===== src/froe_consts.vh =====
// Constants for the file register operation execute block
`ifndef FROE_CONSTS_VH
`define FROE_CONSTS_VH

// Operation codes on the instruction field port
`define FROE_OP_NOP 3'h0
`define FROE_OP_CLRWD 3'h1
`define FROE_OP_CLRFILE 3'h2
`define FROE_OP_COMPL 3'h3
`define FROE_OP_DEC 3'h4
`define FROE_OP_DECSKIP 3'h5
`define FROE_OP_INC 3'h6
`define FROE_OP_INCSKIP 3'h7

// Register byte addresses
`define FROE_ADDR_CTRL 8'h00
`define FROE_ADDR_STATUS 8'h04
`define FROE_ADDR_WREG 8'h08
`define FROE_ADDR_WDOG 8'h0C
`define FROE_ADDR_FILE_BASE 8'h80

// Field positions
`define FROE_CTRL_PRESC_WDOG_BIT 0
`define FROE_STAT_ZERO_BIT 0
`define FROE_STAT_PD_N_BIT 1
`define FROE_STAT_TO_N_BIT 2
`define FROE_WDOG_CNT_LSB 0
`define FROE_WDOG_PRESC_LSB 8

// Reset values
`define FROE_CTRL_RST 1'h1
`define FROE_WREG_RST 8'h00
`define FROE_FILE_RST 8'h00
`define FROE_ZERO_RST 1'h0
`define FROE_FLAG_N_RST 1'h1
`define FROE_WDOG_RST 8'h00
`define FROE_PRESC_RST 8'h00

// Values loaded by the operations
`define FROE_CLEAR_VAL 8'h00
`define FROE_FLAG_SET 1'h1

`endif


===== src/froe_alu.v =====
// Result, flag and skip computation for the single-operand file operations
`timescale 1ns/100ps
`default_nettype none
`include "froe_consts.vh"

module froe_alu #(
   parameter DW = 8
) (
   input wire [2:0] op,
   input wire [DW-1:0] fval,
   output reg [DW-1:0] result,
   output reg wr_en,
   output reg force_file,
   output reg upd_zero,
   output wire zero_val,
   output reg skip,
   output reg wdog_clr
);

   always @* begin
      result = fval;
      wr_en = 1'b0;
      force_file = 1'b0;
      upd_zero = 1'b0;
      wdog_clr = 1'b0;
      case (op)
         `FROE_OP_CLRWD: begin
            wdog_clr = 1'b1;
         end
         `FROE_OP_CLRFILE: begin
            result = `FROE_CLEAR_VAL;
            wr_en = 1'b1;
            force_file = 1'b1;
            upd_zero = 1'b1;
         end
         `FROE_OP_COMPL: begin
            result = ~fval;
            wr_en = 1'b1;
            upd_zero = 1'b1;
         end
         `FROE_OP_DEC: begin
            result = fval - {{(DW-1){1'b0}}, 1'b1};
            wr_en = 1'b1;
            upd_zero = 1'b1;
         end
         `FROE_OP_DECSKIP: begin
            result = fval - {{(DW-1){1'b0}}, 1'b1};
            wr_en = 1'b1;
         end
         `FROE_OP_INC: begin
            result = fval + {{(DW-1){1'b0}}, 1'b1};
            wr_en = 1'b1;
            upd_zero = 1'b1;
         end
         `FROE_OP_INCSKIP: begin
            result = fval + {{(DW-1){1'b0}}, 1'b1};
            wr_en = 1'b1;
         end
         default: begin
            result = fval;
         end
      endcase
   end

   // Zero test on the full result width; clear always yields zero
   assign zero_val = (result == {DW{1'b0}});

   always @* begin
      skip = 1'b0;
      if ((op == `FROE_OP_DECSKIP) || (op == `FROE_OP_INCSKIP)) begin
         skip = zero_val;
      end
   end

endmodule
`default_nettype wire


===== src/froe_regfile.v =====
// File register array with one write port and two read ports
`timescale 1ns/100ps
`default_nettype none
`include "froe_consts.vh"

module froe_regfile #(
   parameter DW = 8,
   parameter AW = 5
) (
   input wire clk,
   input wire rst_n,
   input wire we,
   input wire [AW-1:0] waddr,
   input wire [DW-1:0] wdata,
   input wire [AW-1:0] raddr_a,
   output wire [DW-1:0] rdata_a,
   input wire [AW-1:0] raddr_b,
   output wire [DW-1:0] rdata_b
);

   localparam DEPTH = 1 << AW;

   reg [DW-1:0] mem [0:DEPTH-1];
   integer i;

   always @(posedge clk) begin
      if (!rst_n) begin
         for (i = 0; i < DEPTH; i = i + 1) begin
            mem[i] <= `FROE_FILE_RST;
         end
      end else if (we) begin
         mem[waddr] <= wdata;
      end
   end

   assign rdata_a = mem[raddr_a];
   assign rdata_b = mem[raddr_b];

endmodule
`default_nettype wire


===== src/froe_top.v =====
// Execute stage for single-operand file operations with an APB register slave
//
// The implementer's own choices: the APB register port and the placing of the registers.
`timescale 1ns/100ps
`default_nettype none
`include "froe_consts.vh"

// Operation
// - Clear watchdog loads watchdog counter zero
// - Clear watchdog zeroes prescaler when assigned watchdog
// - Clear watchdog sets timeout and powerdown flags
// - Clear file writes zero, sets zero flag
// - Complement inverts file, routes, updates zero
// - Destination bit selects working or file register
// - Decrement subtracts one, updates zero flag
// - Decrement-skip leaves flags, skips on zero
// - Taken skip replaces prefetched instruction with no-op
// - Increment adds one, updates zero flag
// - Increment-skip leaves flags, skips on wrap
// - Five-bit file address, one destination bit
module froe_top #(
   parameter DW = 8,
   parameter AW = 5
) (
   input wire MCLK,
   input wire RSTN,
   input wire PSEL,
   input wire PENABLE,
   input wire PWRITE,
   input wire [7:0] PADDR,
   input wire [31:0] PWDATA,
   output reg PREADY,
   output reg [31:0] PRDATA,
   output reg PSLVERR,
   input wire OP_VALID,
   input wire [2:0] OP_CODE,
   input wire [AW-1:0] OP_FADDR,
   input wire OP_DEST,
   input wire WDOG_TICK,
   input wire PRESC_TICK,
   input wire TIMEOUT_EVT,
   input wire SLEEP_EVT,
   output reg [DW-1:0] W_REG,
   output reg ZERO_FLAG,
   output reg TIMEOUT_N,
   output reg POWERDOWN_N,
   output reg [7:0] WDOG_COUNT,
   output reg [7:0] PRESCALE_COUNT,
   output reg PRESC_TO_WDOG,
   output reg SKIP_PENDING,
   output reg OP_DONE,
   output reg OP_SKIPPED
);

   // Counter step
   localparam [7:0] ONE8 = 8'h01;

   // APB handshake and decode
   wire setup_ph;
   wire access_ph;
   wire apb_wr;
   reg [31:0] rd_mux;
   reg map_hit;
   // Software write strobes and registered APB response
   wire wr_ctrl;
   wire wr_wreg;
   wire wr_file;
   reg pready_nxt;
   reg [31:0] prdata_nxt;
   reg pslverr_nxt;

   // Execution path
   wire exec;
   wire discard;
   wire [DW-1:0] file_rd;
   wire [DW-1:0] apb_file_rd;
   wire [DW-1:0] alu_res;
   wire alu_wr;
   wire alu_force_file;
   wire alu_upd_z;
   wire alu_zero;
   wire alu_skip;
   wire alu_wdog_clr;
   wire to_file;
   wire to_wreg;
   wire file_we;
   wire [AW-1:0] file_waddr;
   wire [DW-1:0] file_wdata;

   reg skip_pend_r;
   reg skip_pend_nxt;
   reg [DW-1:0] w_nxt;
   reg zero_nxt;
   reg to_n_nxt;
   reg pd_n_nxt;
   reg [7:0] wdog_nxt;
   reg [7:0] presc_nxt;
   reg ctrl_nxt;

   // Byte address of a file register slot
   function is_file_addr;
      input [7:0] addr;
      begin
         is_file_addr = (addr[7] == 1'b1) && (addr[1:0] == 2'b00);
      end
   endfunction

   // Word index of a file register slot
   function [AW-1:0] file_index;
      input [7:0] addr;
      begin
         file_index = addr[AW+1:2];
      end
   endfunction

   // Register select for a fixed word offset
   function is_reg;
      input [7:0] addr;
      input [7:0] off;
      begin
         is_reg = (addr == off);
      end
   endfunction

   assign setup_ph = PSEL & ~PENABLE;
   assign access_ph = PSEL & PENABLE & PREADY;
   assign apb_wr = access_ph & PWRITE & ~PSLVERR;

   // Software write strobes, one per target
   assign wr_ctrl = apb_wr & is_reg(PADDR, `FROE_ADDR_CTRL);
   assign wr_wreg = apb_wr & is_reg(PADDR, `FROE_ADDR_WREG);
   assign wr_file = apb_wr & is_file_addr(PADDR);

   // Prefetched instruction after a taken skip is dropped
   assign exec = OP_VALID & ~skip_pend_r;
   assign discard = OP_VALID & skip_pend_r;

   froe_alu #(
      .DW(DW)
   ) u_alu (
      .op(OP_CODE),
      .fval(file_rd),
      .result(alu_res),
      .wr_en(alu_wr),
      .force_file(alu_force_file),
      .upd_zero(alu_upd_z),
      .zero_val(alu_zero),
      .skip(alu_skip),
      .wdog_clr(alu_wdog_clr)
   );

   // Destination select; clear file has no select bit
   assign to_file = exec & alu_wr & (alu_force_file | OP_DEST);
   assign to_wreg = exec & alu_wr & ~alu_force_file & ~OP_DEST;

   // Execution write beats a software write in the same cycle
   assign file_we = to_file | wr_file;
   assign file_waddr = to_file ? OP_FADDR : file_index(PADDR);
   assign file_wdata = to_file ? alu_res : PWDATA[DW-1:0];

   froe_regfile #(
      .DW(DW),
      .AW(AW)
   ) u_file (
      .clk(MCLK),
      .rst_n(RSTN),
      .we(file_we),
      .waddr(file_waddr),
      .wdata(file_wdata),
      .raddr_a(OP_FADDR),
      .rdata_a(file_rd),
      .raddr_b(file_index(PADDR)),
      .rdata_b(apb_file_rd)
   );

   // Read data and map decode
   always @* begin
      rd_mux = 32'h00000000;
      map_hit = 1'b1;
      if (is_file_addr(PADDR)) begin
         rd_mux[DW-1:0] = apb_file_rd;
      end else begin
         case (PADDR)
            `FROE_ADDR_CTRL: begin
               rd_mux[`FROE_CTRL_PRESC_WDOG_BIT] = PRESC_TO_WDOG;
            end
            `FROE_ADDR_STATUS: begin
               rd_mux[`FROE_STAT_ZERO_BIT] = ZERO_FLAG;
               rd_mux[`FROE_STAT_PD_N_BIT] = POWERDOWN_N;
               rd_mux[`FROE_STAT_TO_N_BIT] = TIMEOUT_N;
            end
            `FROE_ADDR_WREG: begin
               rd_mux[DW-1:0] = W_REG;
            end
            `FROE_ADDR_WDOG: begin
               rd_mux[`FROE_WDOG_CNT_LSB+7:`FROE_WDOG_CNT_LSB] = WDOG_COUNT;
               rd_mux[`FROE_WDOG_PRESC_LSB+7:`FROE_WDOG_PRESC_LSB] = PRESCALE_COUNT;
            end
            default: begin
               map_hit = 1'b0;
            end
         endcase
      end
   end

   // Skip bookkeeping: set by a taken skip, consumed by the next fetched word
   always @* begin
      skip_pend_nxt = skip_pend_r;
      if (discard) begin
         skip_pend_nxt = 1'b0;
      end else if (exec & alu_skip) begin
         skip_pend_nxt = 1'b1;
      end
   end

   // Working register
   always @* begin
      w_nxt = W_REG;
      if (to_wreg) begin
         w_nxt = alu_res;
      end else if (wr_wreg) begin
         w_nxt = PWDATA[DW-1:0];
      end
   end

   // Zero flag follows the result of flag-affecting operations only
   // Software has no write path to it
   always @* begin
      zero_nxt = ZERO_FLAG;
      if (exec & alu_upd_z) begin
         zero_nxt = alu_zero;
      end
   end

   // Active-low flags: the clear-watchdog set wins over a clearing event
   always @* begin
      to_n_nxt = TIMEOUT_N;
      pd_n_nxt = POWERDOWN_N;
      if (exec & alu_wdog_clr) begin
         to_n_nxt = `FROE_FLAG_SET;
         pd_n_nxt = `FROE_FLAG_SET;
      end else begin
         if (TIMEOUT_EVT) begin
            to_n_nxt = 1'b0;
         end
         if (SLEEP_EVT) begin
            pd_n_nxt = 1'b0;
         end
      end
   end

   // Watchdog counter and shared prescaler
   always @* begin
      wdog_nxt = WDOG_COUNT;
      presc_nxt = PRESCALE_COUNT;
      if (WDOG_TICK) begin
         wdog_nxt = WDOG_COUNT + ONE8;
      end
      if (PRESC_TICK) begin
         presc_nxt = PRESCALE_COUNT + ONE8;
      end
      if (exec & alu_wdog_clr) begin
         wdog_nxt = `FROE_CLEAR_VAL;
         if (PRESC_TO_WDOG) begin
            presc_nxt = `FROE_CLEAR_VAL;
         end
      end
   end

   // Prescaler assignment bit, written by software only
   always @* begin
      ctrl_nxt = PRESC_TO_WDOG;
      if (wr_ctrl) begin
         ctrl_nxt = PWDATA[`FROE_CTRL_PRESC_WDOG_BIT];
      end
   end

   // Core state
   always @(posedge MCLK) begin
      if (!RSTN) begin
         skip_pend_r <= 1'b0;
         SKIP_PENDING <= 1'b0;
         W_REG <= `FROE_WREG_RST;
         ZERO_FLAG <= `FROE_ZERO_RST;
         OP_DONE <= 1'b0;
         OP_SKIPPED <= 1'b0;
      end else begin
         skip_pend_r <= skip_pend_nxt;
         SKIP_PENDING <= skip_pend_nxt;
         W_REG <= w_nxt;
         ZERO_FLAG <= zero_nxt;
         OP_DONE <= exec;
         OP_SKIPPED <= discard;
      end
   end

   // Watchdog side state
   always @(posedge MCLK) begin
      if (!RSTN) begin
         TIMEOUT_N <= `FROE_FLAG_N_RST;
         POWERDOWN_N <= `FROE_FLAG_N_RST;
         WDOG_COUNT <= `FROE_WDOG_RST;
         PRESCALE_COUNT <= `FROE_PRESC_RST;
         PRESC_TO_WDOG <= `FROE_CTRL_RST;
      end else begin
         TIMEOUT_N <= to_n_nxt;
         POWERDOWN_N <= pd_n_nxt;
         WDOG_COUNT <= wdog_nxt;
         PRESCALE_COUNT <= presc_nxt;
         PRESC_TO_WDOG <= ctrl_nxt;
      end
   end

   // APB slave: one wait-free access phase after each setup cycle
   always @* begin
      pready_nxt = setup_ph;
      prdata_nxt = PRDATA;
      pslverr_nxt = PSLVERR;
      if (setup_ph) begin
         pslverr_nxt = ~map_hit;
         if (!PWRITE && map_hit) begin
            prdata_nxt = rd_mux;
         end else begin
            prdata_nxt = 32'h00000000;
         end
      end else if (access_ph) begin
         pslverr_nxt = 1'b0;
      end
   end

   // Response registers
   always @(posedge MCLK) begin
      if (!RSTN) begin
         PREADY <= 1'b0;
         PRDATA <= 32'h00000000;
         PSLVERR <= 1'b0;
      end else begin
         PREADY <= pready_nxt;
         PRDATA <= prdata_nxt;
         PSLVERR <= pslverr_nxt;
      end
   end

endmodule
`default_nettype wire


===== config.mk =====
export PLATFORM = sky130hd
export DESIGN_NAME = froe_top
export DESIGN_NICKNAME = d
export VERILOG_FILES = /design/src/froe_alu.v /design/src/froe_regfile.v /design/src/froe_top.v
export VERILOG_INCLUDE_DIRS = /design/src /design/src/src
export SDC_FILE = /design/constraint.sdc
export NUM_CORES = 1
export LEC_CHECK = 0
export BUFFER_PORTS_ARGS = -buffer_cell sky130_fd_sc_hd__buf_4
export CAP_MARGIN = 40
export CORE_MARGIN = 2
export CORE_UTILIZATION = 40
export CTS_CLUSTER_DIAMETER = 100
export DETAILED_ROUTE_END_ITERATION = 12
export SLEW_MARGIN = 20
export SYNTH_ARGS = -nofsm -noshare
export SYNTH_HDL_FRONTEND = slang
export SYNTH_HIERARCHICAL = 1
export SYNTH_SLANG_ARGS = --single-unit

===== constraint.sdc =====
create_clock -name MCLK -period 5.3 [get_ports MCLK]
set_input_delay 0.53 -clock MCLK [delete_from_list [all_inputs] [get_ports MCLK]]
set_output_delay 0.53 -clock MCLK [all_outputs]
set_load 0.02 [all_outputs]

==> qor.csv <==
stage;metric;value;unit
synth;Post-synth EDFFs;256;
route;Initial DRC Count;928;
cells_and_area;synth-to-layout area growth;14.3;%
synth;top-count cell post-synth;and2_1;
min_path;hold path cells;2;
cells_and_area;layout net count;1323;
min_path;Tightest Hold Check Type;in -> reg;
sta;Final setup violation count;0;
sta;slew margin rel.;46.4;%
pwr;Max rail drop VDD;244;µV
synth;part of the Yosys area used for sequential elements;51.6;%
sta;Peak Freq;217;MHz
synth;Avg Cell Area, Syn;14.3;µm²
placement;Post-DP HPWL;31200;µm
cts;Clock Sinks;305;
cells_and_area;Finished Core Util;46.1;%
synth;synth top area cells;edfxtp_1 (46%), mux4_2 (22%), and2_1 (9.6%);
route;DRC violations left;0;
critical_path;Worst EP arrival;4.94;ns
cts;Num CTS Buffers;31;
synth;Synth Instances;1178;
critical_path;FF-to-FF setup slack;0.69;ns
placement;# port buffers;83;
synth;Netlist cell types;63;
route;via count;10400;
pwr;switching part of the total;24.7;%
critical_path;Worst EP required;5.62;ns
synth;Mapped Area;16800;µm²
floorplanning;die area;43700;µm²
cts;CTS tree;yes;
pwr;Clock power frac;38.8;%
cts;clk buf depth;3;
sta;Final Critical Period;4.62;ns
sta;setup tns final;0;ns
cts;Clock Latency Late Sink;0.58;ns
route;DR vias/cell;5.71;
job;Max Cap Viol;0;
synth;#FFs+latches synth;305;
global_route;largest net degree at the start of global routing;48;
pwr;Flop pwr share;47.7;%
global_route;gr usage total;20.0;%
min_path;hold path startpoint;OP_VALID;
synth;synth warn;6;
sta;RSZ-0062 raised after global routing;no;
cells_and_area;Diodes inserted;0;
synth;post-synth top area cell;edfxtp_1;
pwr;sw power;0.00141;W
global_route;first-pass GRT wire length;65700;µm
synth;Synth top area share;45.8;%
synth;ys async rst share;0;%
cts;Post-CTS Setup Bufs;0;
cts;Post-CTS Resized;0;
route;post-route ant nets;0;
placement;routability cong.;0.885;
pwr;power density cells;297;nW/µm²
critical_path;critical path fanouts, max;32;
critical_path;CP endpoint kind;flop;
route;DR WL/cell;23.7;µm
critical_path;Worst Setup Path Type;in -> reg;
global_route;antenna violations before repair;0;
critical_path;reg2reg end;u_file/mem[29][6]$_SDFFCE_PN0P_;
cts;H-Tree Level Count;1;
pwr;share of total power in combinational logic;13.5;%
global_route;GRT overflow;0;
floorplanning;Initial Utilization;40.3;%
sta;fin. max-slew vios;0;
cts;cts hold-fix bufs;0;
sta;fin crit share;87.1;%
route;DRT Wirelength;43200;µm
cells_and_area;Filler cells;3646;
outcome;status;completed;
critical_path;R2R depth;11;
floorplanning;Rows;75;
critical_path;Reg-to-Reg Start;u_file/mem[23][1]$_SDFFCE_PN0P_;
min_path;Worst Hold End;OP_SKIPPED$_SDFF_PN0_;
critical_path;Setup crit start kind;input port;
global_route;vias in the first global route;10500;
cells_and_area;fraction of layout cells with a size suffix above 1;32.3;%
cts;CTS clk-pin slew, worst paths;0.07;ns
route;First-pass DRT Iterations;5;
floorplanning;Die Ht;209;µm
cts;clk root buf;clkbuf_16;
synth;Post-synth top cells;and2_1 (258), edfxtp_1 (256), mux4_2 (161);
synth;Synth Flop Type;edfxtp_1;
sta;Fin Clk Skew;0.0163;ns
floorplanning;Top Ports;124;
sta;Slew @ Worst Pin;0.797;ns
pwr;cell-internal power;0.00430;W
floorplanning;core area;41700;µm²
pwr;leakage;6.91;nW
sta;final hold vios;0;
floorplanning;chip width;209;µm
==> critical path: stages <==
cell and delay (ns):
buf_4 0.31, buf_12 0.20, mux4_2 0.56, mux4_2 0.47
mux2_2 0.38, xor2_1 0.19, ha_1 0.26, nor4_1 0.43
a211oi_1 0.13, or3_1 0.37, a31o_2 0.29, mux2_2 0.53
and2_1 0.26
==> power by group through the flow <==
| stage | sequential (W) | combinational, W | clock [W] |
|---|---|---|---|
| 2_1_floorplan | 0.00277 | 0.000512 | 0 |
| 3_3_place_gp | 0.00277 | 0.000753 | 0 |
| 3_5_place_dp | 0.00277 | 0.000769 | 0 |
| 4_1_cts | 0.00272 | 0.000772 | 0.00227 |
| 5_1_grt | 0.00273 | 0.000818 | 0.00235 |
| 6_report | 0.00272 | 0.000772 | 0.00222 |
==> layer usage <==
metal	GRT usage [%]	part of all wire, %	vias to the layer above
met5	0	0	-
met4	5.84	2.8	0
met3	2.46	5.5	54
met2	33.7	49	341
met1	27.3	43	5353
li1	-	-	4674
==> state kept, by name, summed over array words and instances (netlist names) <==
register	count
OP_DONE	1
OP_SKIPPED	1
POWERDOWN_N	1
PRDATA	16
PREADY	1
PRESCALE_COUNT	8
PRESC_TO_WDOG	1
PSLVERR	1
TIMEOUT_N	1
WDOG_COUNT	8
W_REG	8
ZERO_FLAG	1
skip_pend_r	1
u_file/mem	256
==> per-stage QoR <==
stage	area (µm²)	std cells	setup WS, ns	hold slack [ns]	power (W)
6_report	19200	1825	0.684	0.208	0.00571
5_1_grt	19200	1825	0.478	0.210	0.00590
4_1_cts	19200	1825	0.750	0.186	0.00576
3_5_place_dp	18200	1767	0.154	0.458	0.00354
3_3_place_gp	18100	1764	0.229	0.449	0.00352
2_1_floorplan	16900	1193	0.655	0.527	0.00328
==> area by class of cell <==
class,count,area (µm²),share of cell area [%]
Sequential cell,305,8670,45.1
Multi-Input combinational cell,773,7620,39.7
Timing Repair Buffer,142,1170,6.07
Clock buffer,43,906,4.72
Tap cell,539,674,3.51
Clock inverter,15,138,0.717
Inverter,8,30.0,0.156
==> cell usage in the layout (no fill, tap or decap), drive strengths merged, types with 4 or more instances in the layout <==
| cell | Yosys | routed |
|---|---|---|
| dfxtp | 49 | 49 |
| nor4 | 8 | 8 |
| nor2 | 62 | 62 |
| buf | 54 | 142 |
| a22o | 10 | 10 |
| nor2b | 5 | 5 |
| xnor2 | 5 | 5 |
| nand2b | 8 | 8 |
| xor2 | 13 | 13 |
| or3b | 4 | 4 |
| o2bb2ai | 8 | 8 |
| and2 | 258 | 258 |
| clkinv | 0 | 9 |
| mux4 | 161 | 161 |
| nand3b | 5 | 5 |
| clkbuf | 53 | 43 |
| or3 | 4 | 4 |
| a32oi | 5 | 5 |
| nand2 | 22 | 22 |
| nand4b | 4 | 4 |
| edfxtp | 256 | 256 |
| or2 | 6 | 6 |
| o21ai | 44 | 44 |
| nor3 | 4 | 4 |
| mux2i | 15 | 15 |
| mux2 | 37 | 37 |
| and3 | 5 | 5 |
| inv | 8 | 9 |
| a21oi | 5 | 5 |
| nand4 | 7 | 7 |
| conb | 1 | 16 |
| nand3 | 18 | 18 |
| or4 | 4 | 4 |
==> logic make-up after synthesis <==
group / share of synthesized area [%]
other cells: 0.0223
xor+xnor: 0.938
flops: 51.6
fa+ha+maj: 0.223
simple gates: 15.2
compound gates: 3.60
mux: 25.0
buf+inv: 3.42
==> worst max path at each step <==
stage | end | depth (start not counted) | start | slack [ns]
6_report | u_file/mem[29][6]$_SDFFCE_PN0P_ | 13 | OP_FADDR[1] | 0.68
3_3_place_gp | u_file/mem[29][7]$_SDFFCE_PN0P_ | 12 | OP_FADDR[1] | 0.23
3_5_place_dp | u_file/mem[29][6]$_SDFFCE_PN0P_ | 13 | OP_FADDR[1] | 0.15
2_1_floorplan | u_file/mem[0][6]$_SDFFCE_PN0P_ | 15 | OP_FADDR[2] | 0.66
5_1_grt | u_file/mem[11][6]$_SDFFCE_PN0P_ | 13 | OP_FADDR[1] | 0.48
4_1_cts | u_file/mem[29][6]$_SDFFCE_PN0P_ | 13 | OP_FADDR[1] | 0.75
No activity file was read; power rests on OpenSTA's default activity.
